File: src/rtl/dtf_pkg.sv
// Purpose: shared constants for the disk task file register bank and its controller end
// Assumes: 8-bit register bus, byte addresses on the low address byte
// Notes:   command opcode values and option bit positions are local choices
package dtf_pkg;
  // ----------------------------------------------------------------
  // register addresses
  // ----------------------------------------------------------------
  localparam logic [7:0] ADDR_ERROR   = 8'h21;
  localparam logic [7:0] ADDR_SECTOR  = 8'h23;
  localparam logic [7:0] ADDR_CYL_LO  = 8'h24;
  localparam logic [7:0] ADDR_CYL_HI  = 8'h25;
  localparam logic [7:0] ADDR_DHS     = 8'h26;
  localparam logic [7:0] ADDR_STATUS  = 8'h27;
  // ----------------------------------------------------------------
  // field positions
  // ----------------------------------------------------------------
  localparam int DHS_ECC_BIT   = 7;
  localparam int DHS_SIZE_HI   = 6;
  localparam int DHS_SIZE_LO   = 5;
  localparam int DHS_DRIVE_HI  = 4;
  localparam int DHS_DRIVE_LO  = 3;
  localparam int CYL_HI_WIDTH  = 3;
  localparam int CYL_WIDTH     = 11;
  localparam int ST_RDY_BIT    = 6;
  localparam int ST_WF_BIT     = 5;
  localparam int ST_SC_BIT     = 4;
  localparam int ST_CIP_BIT    = 1;
  localparam int ST_BUSY_BIT   = 7;
  localparam int ST_ERR_BIT    = 0;
  localparam int ERR_AC_BIT    = 2;
  localparam int CMD_OPT_BIT   = 0;
  // ----------------------------------------------------------------
  // commands: opcode in bits 7:4, option in bit 0
  // ----------------------------------------------------------------
  localparam logic [3:0] OP_SET_PARAM = 4'h0;
  localparam logic [3:0] OP_LOAD_PB   = 4'h1;
  localparam logic [3:0] OP_READ      = 4'h2;
  localparam logic [3:0] OP_WRITE     = 4'h3;
  localparam logic [3:0] OP_FORMAT    = 4'h5;
  // ----------------------------------------------------------------
  // coding modes and lengths
  // ----------------------------------------------------------------
  typedef enum logic [1:0] {CODE_MFM, CODE_RLL, CODE_NRZ} dtf_coding_type;
  localparam logic [11:0] LEN_SS00    = 12'h100;
  localparam logic [11:0] LEN_SS01    = 12'h200;
  localparam logic [11:0] LEN_SS10    = 12'h400;
  localparam logic [11:0] LEN_SS11    = 12'h080;
  localparam logic [8:0]  GAP_ADD_STD = 9'h003;
  localparam logic [8:0]  GAP_ADD_NRZ = 9'h006;
  localparam logic [7:0]  BYTE_ZERO   = 8'h00;
endpackage

File: src/rtl/dtf_bus_if.sv
// Purpose: local register bus between microcontroller end and task file
// Assumes: single clock, strobes one cycle wide, read data one cycle after strobe
// Notes:   no clocking block, testbench joins the two ends here
`timescale 1ns/1ps
interface dtf_bus_if;
  logic [7:0] addr;      // register address
  logic [7:0] wdata;     // write data
  logic       wr;        // write strobe
  logic       rd;        // read strobe
  logic [7:0] rdata;     // read data, valid the cycle after rd
  logic       disk_controller_interrupt_flag;       // disk controller interrupt flag
  modport ctrl (output addr, output wdata, output wr, output rd, input rdata, input disk_controller_interrupt_flag);
  modport dev  (input addr, input wdata, input wr, input rd, output rdata, output disk_controller_interrupt_flag);
endinterface

File: src/rtl/dtf_task_file.sv
// Purpose: task file register bank and command sequencing of the disk formatter
// Assumes: drive pins asynchronous, engine signals on clk
// Notes:   read/write/format run until exec_done from the engine, or until not ready or write fault aborts them
// Summary of operation
// - read/write take 8-bit sector number
// - format uses sector register as gap length
// - load parameter block copies sector to pad
// - eleven-bit cylinder for read, write, format
// - load parameter block loads length/offset, U enables
// - cylinder low 8 bits, high bits 2:0
// - three-bit heads after reset, option selects four
// - bit 7 ECC select, RLL forces ECC
// - size code selects 256/512/1024/128 bytes
// - programmable length 100 to 2048 bytes; code holds an 11-bit length, so at most 2047
// - software keeps size code zero when programmable
// - software validates ECC above 1056 bytes
// - drive bits 4:3 or bit 4
// - head bits 2:0 or 3:0
// - controller drives drive select and head
// - format header byte: bad block, size, head
// - busy reads return status, writes ignored
// - status fixed bits and ready/fault levels
// - abort on not ready or write fault
// - status bit 0 flags non-recoverable error
// - freeze ready/fault at end, read unfreezes
// - command write starts, sets busy, clears interrupt
// - abort sets error register bit 2
`timescale 1ns/1ps
module dtf_task_file
  import dtf_pkg::*;
(
  input  wire logic        clk,             // 125 MHz clock
  input  wire logic        rstn,            // async reset, active low
  dtf_bus_if.dev           bus,             // register bus
  input  wire logic        drive_ready_in,  // drive ready pin
  input  wire logic        write_fault_in,  // write fault pin
  input  wire logic [1:0]  coding_mode,     // dtf_coding_type
  input  wire logic        bad_block,       // bad block flag for format header
  input  wire logic        exec_done,       // engine finished command
  input  wire logic        exec_error,      // engine error with exec_done
  input  wire logic [7:0]  exec_err_code,   // engine error cause bits
  output logic             cmd_start,       // one-cycle start pulse to engine
  output logic [3:0]       cmd_op,          // running opcode
  output logic [7:0]       sector_num,      // target sector
  output logic [10:0]      cylinder_num,    // target cylinder
  output logic [3:0]       head_num,        // head number
  output logic [1:0]       drive_num,       // drive number
  output logic             ecc_enable,      // data field ECC
  output logic [11:0]      data_len,        // data field length in bytes
  output logic [8:0]       gap_len,         // gap 1 and 3 byte count
  output logic [7:0]       pad_byte,        // pad fill value
  output logic [10:0]      wid_offset,      // write id offset
  output logic             prog_en,         // programmable size enabled
  output logic [7:0]       id_header,       // format id header byte
  output logic             abort_pulse      // command aborted
);
  typedef enum logic [1:0] {S_IDLE, S_CHECK, S_RUN} dtf_state_type;
  dtf_state_type state_q;
  logic [7:0]  sector_q, cyl_lo_q, cyl_hi_q, dhs_q, err_q, cmd_q, pad_q, rdata_q;
  logic [10:0] plen_q;
  logic        head4_q, prog_q, err_flag_q, dci_q, frz_q, frz_rdy_q, frz_wf_q;
  logic [2:0]  rdy_sync_q, wf_sync_q;
  logic        rdy_q, wf_q, start_q, abort_q;
  logic        command_in_progress, legal, fault, st_rd, cmd_wr, reg_wr, finish;
  logic [7:0]  status;

  // ----------------------------------------------------------------
  // pin synchronisers, change taken once stages 2 and 3 agree
  // ----------------------------------------------------------------
  always_ff @(posedge clk or negedge rstn) begin
    if (!rstn) begin
      rdy_sync_q <= 3'b000;
      wf_sync_q  <= 3'b000;
      rdy_q      <= 1'b0;
      wf_q       <= 1'b0;
    end else begin
      rdy_sync_q <= {rdy_sync_q[1:0], drive_ready_in};
      wf_sync_q  <= {wf_sync_q[1:0], write_fault_in};
      if (rdy_sync_q[1] == rdy_sync_q[2]) rdy_q <= rdy_sync_q[2];
      if (wf_sync_q[1] == wf_sync_q[2]) wf_q <= wf_sync_q[2];
    end
  end

  // ----------------------------------------------------------------
  // decode
  // ----------------------------------------------------------------
  assign command_in_progress    = (state_q != S_IDLE);
  assign st_rd  = bus.rd && (command_in_progress || bus.addr == ADDR_STATUS);
  assign reg_wr = bus.wr && !command_in_progress;
  assign cmd_wr = reg_wr && bus.addr == ADDR_STATUS;
  assign fault  = !rdy_q || wf_q;
  assign legal  = cmd_q[7:4] inside {OP_SET_PARAM, OP_LOAD_PB, OP_READ, OP_WRITE, OP_FORMAT};
  assign finish = (state_q == S_CHECK && (fault || !legal || cmd_q[7:4] == OP_SET_PARAM ||
                   cmd_q[7:4] == OP_LOAD_PB)) ||
                  (state_q == S_RUN && (fault || exec_done));

  // ----------------------------------------------------------------
  // task file registers
  // ----------------------------------------------------------------
  always_ff @(posedge clk or negedge rstn) begin
    if (!rstn) begin
      sector_q <= BYTE_ZERO;
      cyl_lo_q <= BYTE_ZERO;
      cyl_hi_q <= BYTE_ZERO;
      dhs_q    <= BYTE_ZERO;
      cmd_q    <= BYTE_ZERO;
    end else if (reg_wr) begin
      unique case (bus.addr)
        ADDR_SECTOR: sector_q <= bus.wdata;
        ADDR_CYL_LO: cyl_lo_q <= bus.wdata;
        ADDR_CYL_HI: cyl_hi_q <= bus.wdata;
        ADDR_DHS:    dhs_q    <= bus.wdata;
        ADDR_STATUS: cmd_q    <= bus.wdata;
        default: ;
      endcase
    end
  end

  // ----------------------------------------------------------------
  // command sequencing
  // ----------------------------------------------------------------
  always_ff @(posedge clk or negedge rstn) begin
    if (!rstn) begin
      state_q <= S_IDLE;
      start_q <= 1'b0;
      abort_q <= 1'b0;
    end else begin
      start_q <= 1'b0;
      abort_q <= 1'b0;
      unique case (state_q)
        S_IDLE:  if (cmd_wr) state_q <= S_CHECK;
        S_CHECK: begin
          if (fault || !legal) begin
            state_q <= S_IDLE;
            abort_q <= 1'b1;
          end else if (cmd_q[7:4] == OP_SET_PARAM || cmd_q[7:4] == OP_LOAD_PB) begin
            state_q <= S_IDLE;
          end else begin
            state_q <= S_RUN;
            start_q <= 1'b1;
          end
        end
        S_RUN: begin
          if (fault) begin
            state_q <= S_IDLE;
            abort_q <= 1'b1;
          end else if (exec_done) begin
            state_q <= S_IDLE;
          end
        end
      endcase
    end
  end

  // ----------------------------------------------------------------
  // internal parameter registers
  // ----------------------------------------------------------------
  always_ff @(posedge clk or negedge rstn) begin
    if (!rstn) begin
      head4_q <= 1'b0;
      prog_q  <= 1'b0;
      pad_q   <= BYTE_ZERO;
      plen_q  <= '0;
    end else if (state_q == S_CHECK && !fault) begin
      if (cmd_q[7:4] == OP_SET_PARAM) head4_q <= cmd_q[CMD_OPT_BIT];
      if (cmd_q[7:4] == OP_LOAD_PB) begin
        pad_q  <= sector_q;
        plen_q <= {cyl_hi_q[CYL_HI_WIDTH-1:0], cyl_lo_q};
        prog_q <= cmd_q[CMD_OPT_BIT];
      end
    end
  end

  // ----------------------------------------------------------------
  // error, status latch and interrupt flag
  // ----------------------------------------------------------------
  always_ff @(posedge clk or negedge rstn) begin
    if (!rstn) begin
      err_q      <= BYTE_ZERO;
      err_flag_q <= 1'b0;
    end else if (cmd_wr) begin
      err_q      <= BYTE_ZERO;
      err_flag_q <= 1'b0;
    end else if (state_q != S_IDLE && finish && (fault || !legal)) begin
      err_q[ERR_AC_BIT] <= 1'b1;
      err_flag_q        <= 1'b1;
    end else if (state_q == S_RUN && exec_done && exec_error) begin
      err_q      <= exec_err_code;
      err_flag_q <= 1'b1;
    end
  end

  always_ff @(posedge clk or negedge rstn) begin
    if (!rstn) begin
      frz_q     <= 1'b0;
      frz_rdy_q <= 1'b0;
      frz_wf_q  <= 1'b0;
    end else if (finish) begin
      frz_q     <= 1'b1;
      frz_rdy_q <= rdy_q;
      frz_wf_q  <= wf_q;
    end else if (st_rd && !command_in_progress) begin
      frz_q     <= 1'b0;
    end
  end

  always_ff @(posedge clk or negedge rstn) begin
    if (!rstn) begin
      dci_q <= 1'b0;
    end else if (finish) begin
      dci_q <= 1'b1;
    end else if (cmd_wr || (st_rd && !command_in_progress)) begin
      dci_q <= 1'b0;
    end
  end

  // ----------------------------------------------------------------
  // read data
  // ----------------------------------------------------------------
  always_comb begin
    status              = BYTE_ZERO;
    status[ST_RDY_BIT]  = frz_q ? frz_rdy_q : rdy_q;
    status[ST_WF_BIT]   = frz_q ? frz_wf_q : wf_q;
    status[ST_SC_BIT]   = 1'b1;
    status[ST_ERR_BIT]  = err_flag_q;
    status[ST_BUSY_BIT] = command_in_progress;
    status[ST_CIP_BIT]  = command_in_progress;
  end

  always_ff @(posedge clk or negedge rstn) begin
    if (!rstn) begin
      rdata_q <= BYTE_ZERO;
    end else if (bus.rd) begin
      if (st_rd) begin
        rdata_q <= status;
      end else begin
        unique case (bus.addr)
          ADDR_ERROR:  rdata_q <= err_q;
          ADDR_SECTOR: rdata_q <= sector_q;
          ADDR_CYL_LO: rdata_q <= cyl_lo_q;
          ADDR_CYL_HI: rdata_q <= cyl_hi_q;
          ADDR_DHS:    rdata_q <= dhs_q;
          default:     rdata_q <= BYTE_ZERO;
        endcase
      end
    end
  end

  // ----------------------------------------------------------------
  // decoded outputs
  // ----------------------------------------------------------------
  always_comb begin
    unique case (dhs_q[DHS_SIZE_HI:DHS_SIZE_LO])
      2'b00: data_len = LEN_SS00;
      2'b01: data_len = LEN_SS01;
      2'b10: data_len = LEN_SS10;
      2'b11: data_len = LEN_SS11;
    endcase
    if (prog_q) data_len = {1'b0, plen_q};
  end

  assign bus.rdata    = rdata_q;
  assign bus.disk_controller_interrupt_flag      = dci_q;
  assign cmd_start    = start_q;
  assign abort_pulse  = abort_q;
  assign cmd_op       = cmd_q[7:4];
  assign sector_num   = sector_q;
  assign cylinder_num = {cyl_hi_q[CYL_HI_WIDTH-1:0], cyl_lo_q};
  assign head_num     = head4_q ? dhs_q[3:0] : {1'b0, dhs_q[2:0]};
  assign drive_num    = head4_q ? {1'b0, dhs_q[DHS_DRIVE_HI]}
                                : dhs_q[DHS_DRIVE_HI:DHS_DRIVE_LO];
  assign ecc_enable   = dhs_q[DHS_ECC_BIT] || coding_mode == CODE_RLL;
  assign gap_len      = {1'b0, sector_q} + ((coding_mode == CODE_NRZ) ? GAP_ADD_NRZ
                                                                      : GAP_ADD_STD);
  assign pad_byte     = pad_q;
  assign wid_offset   = plen_q;
  assign prog_en      = prog_q;
  assign id_header    = {bad_block, dhs_q[DHS_SIZE_HI:DHS_SIZE_LO], 1'b0,
                         head4_q ? dhs_q[3:0] : {1'b0, dhs_q[2:0]}};
endmodule

File: src/flat_wrapper.sv
// flat-port wrapper written by rule: the top's interface ports become plain ports
module dtf_task_file_flat import dtf_pkg::*;
  (clk, rstn, drive_ready_in, write_fault_in, coding_mode, bad_block, exec_done, exec_error, exec_err_code, cmd_start, cmd_op, sector_num, cylinder_num, head_num, drive_num, ecc_enable, data_len, gap_len, pad_byte, wid_offset, prog_en, id_header, abort_pulse, bus_addr, bus_wdata, bus_wr, bus_rd, bus_rdata, bus_disk_controller_interrupt_flag);
  dtf_bus_if bus_i ();
  input  wire logic clk;
  input  wire logic rstn;
  input  wire logic drive_ready_in;
  input  wire logic write_fault_in;
  input  wire logic [1:0] coding_mode;
  input  wire logic bad_block;
  input  wire logic exec_done;
  input  wire logic exec_error;
  input  wire logic [7:0] exec_err_code;
  output logic cmd_start;
  output logic [3:0] cmd_op;
  output logic [7:0] sector_num;
  output logic [10:0] cylinder_num;
  output logic [3:0] head_num;
  output logic [1:0] drive_num;
  output logic ecc_enable;
  output logic [11:0] data_len;
  output logic [8:0] gap_len;
  output logic [7:0] pad_byte;
  output logic [10:0] wid_offset;
  output logic prog_en;
  output logic [7:0] id_header;
  output logic abort_pulse;
  input wire logic [$bits(bus_i.addr)-1:0] bus_addr;
  input wire logic [$bits(bus_i.wdata)-1:0] bus_wdata;
  input wire logic [$bits(bus_i.wr)-1:0] bus_wr;
  input wire logic [$bits(bus_i.rd)-1:0] bus_rd;
  output wire logic [$bits(bus_i.rdata)-1:0] bus_rdata;
  output wire logic [$bits(bus_i.disk_controller_interrupt_flag)-1:0] bus_disk_controller_interrupt_flag;
  assign bus_i.addr = bus_addr;
  assign bus_i.wdata = bus_wdata;
  assign bus_i.wr = bus_wr;
  assign bus_i.rd = bus_rd;
  assign bus_rdata = bus_i.rdata;
  assign bus_disk_controller_interrupt_flag = bus_i.disk_controller_interrupt_flag;
  dtf_task_file u_core (.clk(clk), .rstn(rstn), .bus(bus_i), .drive_ready_in(drive_ready_in), .write_fault_in(write_fault_in), .coding_mode(coding_mode), .bad_block(bad_block), .exec_done(exec_done), .exec_error(exec_error), .exec_err_code(exec_err_code), .cmd_start(cmd_start), .cmd_op(cmd_op), .sector_num(sector_num), .cylinder_num(cylinder_num), .head_num(head_num), .drive_num(drive_num), .ecc_enable(ecc_enable), .data_len(data_len), .gap_len(gap_len), .pad_byte(pad_byte), .wid_offset(wid_offset), .prog_en(prog_en), .id_header(id_header), .abort_pulse(abort_pulse));
endmodule
File: config.mk
export PLATFORM = sky130hd
export DESIGN_NAME = dtf_task_file_flat
export DESIGN_NICKNAME = d
export VERILOG_FILES = /design/src/rtl/dtf_pkg.sv /design/src/rtl/dtf_bus_if.sv /design/src/rtl/dtf_task_file.sv /design/src/flat_wrapper.sv
export SDC_FILE = /design/constraint.sdc
export NUM_CORES = 1
export LEC_CHECK = 0
export ABC_AREA = 1
export BUFFER_PORTS_ARGS = -buffer_cell sky130_fd_sc_hd__clkbuf_2
export CELL_PAD_IN_SITES_DETAIL_PLACEMENT = 1
export CELL_PAD_IN_SITES_GLOBAL_PLACEMENT = 2
export CORE_MARGIN = 2
export CORE_UTILIZATION = 31
export CTS_BUF_LIST = sky130_fd_sc_hd__clkbuf_4
export DETAILED_ROUTE_END_ITERATION = 7
export GPL_TIMING_DRIVEN = 1
export PLACE_DENSITY_LB_ADDON = 0.1
export REMOVE_ABC_BUFFERS = 1
export SETUP_SLACK_MARGIN = 0.15
export SYNTH_ARGS = -nofsm -noshare
export SYNTH_HDL_FRONTEND = slang
export SYNTH_SLANG_ARGS = --single-unit
File: constraint.sdc
create_clock -name clk -period 1.9 [get_ports clk]
set_input_delay 0.285 -clock clk [delete_from_list [all_inputs] [get_ports clk]]
set_output_delay 0.285 -clock clk [all_outputs]
set_load 0.02 [all_outputs]
==> impl_metrics.tcl <==
set metrics [dict create \
    outcome "finished with violations" \
    violations "negative setup slack" \
    finalSetupViolCount 7 \
    synth_area_leader_cell "dfrtp_1" \
    seqPwrFrac_pct 52.1 \
    post-route-period-util_pct 115 \
    ir_worst_vdd_uv 364 \
    synth_compound_area_share_pct 10.0 \
    syn_area_per_cell_sq_um 8.32 \
    ys_top_cells_by_count "nand2_1 (143), dfrtp_1 (91), inv_1 (67), o21ai_0 (67), nand3_1 (40)" \
    p_leak_nw 3.17 \
    drive_gt1_share_pct 34.7 \
    path_class "reg2out" \
    synthFlopType "dfrtp_1" \
    synth-adder-area-share_pct 2.12 \
    start_util_pct 32.0 \
    diodes 0 \
    hpwl_um 10700 \
    grt_usage_pct 18.6 \
    clkTransAtPathRegs_ns 0.13 \
    num_rows 43 \
    grt_max_degree 38 \
    grt_overflow 0 \
    stdcell_area_sq_um 5970 \
    fmax_mhz 456 \
    clockBufferDepth 2 \
    timing.rr.start "u_core.state_q[1]$_DFFE_PN0P_" \
    yosysTopAreaCellShare_pct 50.8 \
    syn_to_final_growth_pct 33.2 \
    r2r-end "u_core.wid_offset[7]$_DFFE_PN0P_" \
    p_clk_share_pct 21.3 \
    cts_tree "done" \
    p_sw_mw 1.51 \
    ys_warn_count 0 \
    muxShareOfSynthArea_pct 2.51 \
    drt-pass1-iter-count 4 \
    power_switching_share_pct 34.7 \
    yosys.area_share.simple_pct 22.9 \
    cp_max_fo 3 \
    setup_slack_ns -0.291 \
    netlist_area_sq_um 4480 \
    drc 0 \
    synthXorXnorAreaFrac_pct 1.17 \
    synth_edf_count 0 \
    grt_pass1_wl_um 22500 \
    drt_iter0_drc 159 \
    cts_buffers 9 \
    vias_per_cell 4.74 \
    hold_viol 0 \
    arrival_ns 1.91 \
    reg2reg_slack_ns 0.12 \
    p_per_area_nw_per_um2 731 \
    grt_antenna_before_repair 0 \
    vias 4164 \
    yosys.cell_count.top_type "nand2_1" \
    combPwrFrac_pct 26.6 \
    synth-seq-area-share_pct 50.8 \
    slew_viol_final 0 \
    start_kind "flip-flop" \
    ant_nets 0 \
    grt_pass1_vias 4169 \
    numPortBuffers 120 \
    ioPinCount 125 \
    post-place-ws_ns -0.104 \
    cts.sinks 91 \
    drv_cap 0 \
    p_int_mw 2.85 \
    cts-root-buf "clkbuf_4" \
    synth_top_family_by_area "simple AND/OR/NAND/NOR gates" \
    gp_congestion 0.856 \
    die_w_um 124 \
    r2r_cells 8 \
    die_h_um 124 \
    fin_util_pct 42.7 \
    rsz0062_at_grt "yes" \
    ys_ff_latch 91 \
    synthCells 539 \
    ys_async_sr_fraction_pct 100 \
    postPlaceCellArea_sq_um 5330 \
    hold_path_end "u_core.dhs_q[3]$_DFFE_PN0P_" \
    hp-start "bus_wdata[3]" \
    fin_nets 734 \
    worstPathRequired_ns 1.62 \
    yosysUniqueCellTypes 29 \
    die-area_sq_um 15400 \
    holdPathStages 3 \
    end_kind "output port" \
    wire_per_inst_um 16.8 \
    coreArea_sq_um 14000 \
    routed_wl_um 14700 \
    hp-class "in2reg" \
    period_minus_slack_ns 2.19 \
    htreeDepth 3 \
    clk_latency_ns 0.47 \
    synthTopCellsByArea "dfrtp_1 (51%), nand2_1 (12%), o21ai_0 (7.5%)" \
    skew_ns 0.0101 \
]
==> cell families after synthesis <==
| kind of cell | Yosys count |
|---|---|
| DFF | 91 |
| other | 1 |
| and+or+nand+nor | 236 |
| buffers and inverters | 100 |
| AOI/OAI and AO/OA | 87 |
| muxes | 10 |
| xor gates and xnor gates | 6 |
| adders and majority gates | 8 |
==> power by group through the flow <==
stage	sequential (mW)	clock (mW)	combinational, mW
4_1_cts	2.27	0.967	1.09
5_1_grt	2.31	1.05	1.30
2_1_floorplan	2.40	0	0.489
3_3_place_gp	2.30	0	1.01
3_5_place_dp	2.31	0	1.03
6_report	2.27	0.929	1.16
==> placed cells by master (no fill, tap or decap), types with 2 or more instances in the layout <==
master	count
a21oi_1	13
buf_12	2
buf_2	2
buf_4	46
buf_6	12
clkbuf_16	2
clkbuf_2	99
clkbuf_4	11
clkinv_1	4
conb_1	2
dfrtp_1	89
dfrtp_2	2
dlygate4sd3_1	10
ha_4	4
inv_1	56
inv_2	10
maj3_1	2
mux2_2	8
mux2_4	2
nand2_1	134
nand2_2	12
nand2_4	3
nand3_1	38
nand3_2	2
nand4_1	9
nor2_1	25
nor2_2	2
nor2_4	7
nor3_2	2
o21ai_0	61
o21ai_1	5
o21ai_2	3
xor2_1	4
==> worst max-delay path, stage by stage, from the launching register on <==
cell and delay [ns]:
dfrtp_1 0.44, ha_4 0.30, o21ai_2 0.06, nand2_2 0.09
nand2_2 0.08, nor3_2 0.14, xor2_1 0.18, buf_4 0.17
==> timing repair <==
action | CTS | global route
hold buffers | 10 | 0
resized for setup | 37 | 75
setup buffers | 7 | 7
pin swaps | 6 | 7
hold endpoints to repair | 36 | 0
setup endpoints to repair | 29 | 43
cloned | 0 | 2
==> worst max path at each step <==
stage                                                start                        endpoint  slack, ns  depth (start not counted)
after global routing      u_core.sector_num[2]$_DFFE_PN0P_                      gap_len[7]      -0.43                          7
after CTS                 u_core.sector_num[2]$_DFFE_PN0P_                      gap_len[7]      -0.33                          7
after global placement                      coding_mode[0]                      gap_len[8]     -0.002                         10
final                     u_core.sector_num[2]$_DFFE_PN0P_                      gap_len[7]      -0.29                          7
after floorplan              u_core.state_q[1]$_DFFE_PN0P_  u_core.pad_byte[0]$_DFFE_PN0P_      -0.16                          6
after detailed placement                    coding_mode[0]                      gap_len[8]      -0.10                         10
==> metal layers <==
metal,vias to the layer above,share of wire [%],global-route usage [%]
met3,17,3.8,3.91
met5,-,0,0
li1,2019,-,-
met2,93,47,29.8
met4,0,1.4,6.35
met1,2035,47,25.1
==> sequential cells by signal (all words and copies together), names as in the netlist <==
register and flops:
u_core.pad_byte 8, u_core.err_q 8, u_core.cyl_lo_q 8, u_core.wf_sync_q 3, u_core.wf_q 1, u_core.frz_rdy_q 1, u_core.err_flag_q 1, u_core.cmd_start 1
u_core.dhs_q 8, u_core.cmd_q 5, u_core.bus.rdata 8, u_core.head4_q 1, u_core.rdy_sync_q 3, u_core.cyl_hi_q 8, u_core.sector_num 8, u_core.prog_en 1
u_core.frz_wf_q 1, u_core.bus.disk_controller_interrupt_flag 1, u_core.wid_offset 11, u_core.rdy_q 1, u_core.state_q 2, u_core.abort_pulse 1, u_core.frz_q 1
==> metrics by stage <==
step | cells | hold WS [ns] | power, mW | setup TNS, ns
6_report | 878 | 0.129 | 4.36 | -1.64
5_1_grt | 878 | 0.0917 | 4.66 | -2.37
4_1_cts | 869 | 0.0985 | 4.33 | -1.85
3_5_place_dp | 836 | 0.246 | 3.34 | -0.183
3_3_place_gp | 836 | 0.243 | 3.31 | -0.00249
2_1_floorplan | 507 | -0.0106 | 2.89 | -1.72
==> layout make-up <==
class | instances | area (sq um)
multi-input combinational | 349 | 1910
inverter | 67 | 254
clock inverter | 5 | 20.0
fill | 1733 | 8020
timing repair buffer | 175 | 1200
sequential | 91 | 2280
tap | 180 | 225
clock buffer | 11 | 82.6
Note: power is estimated with default switching activity, not from simulation.
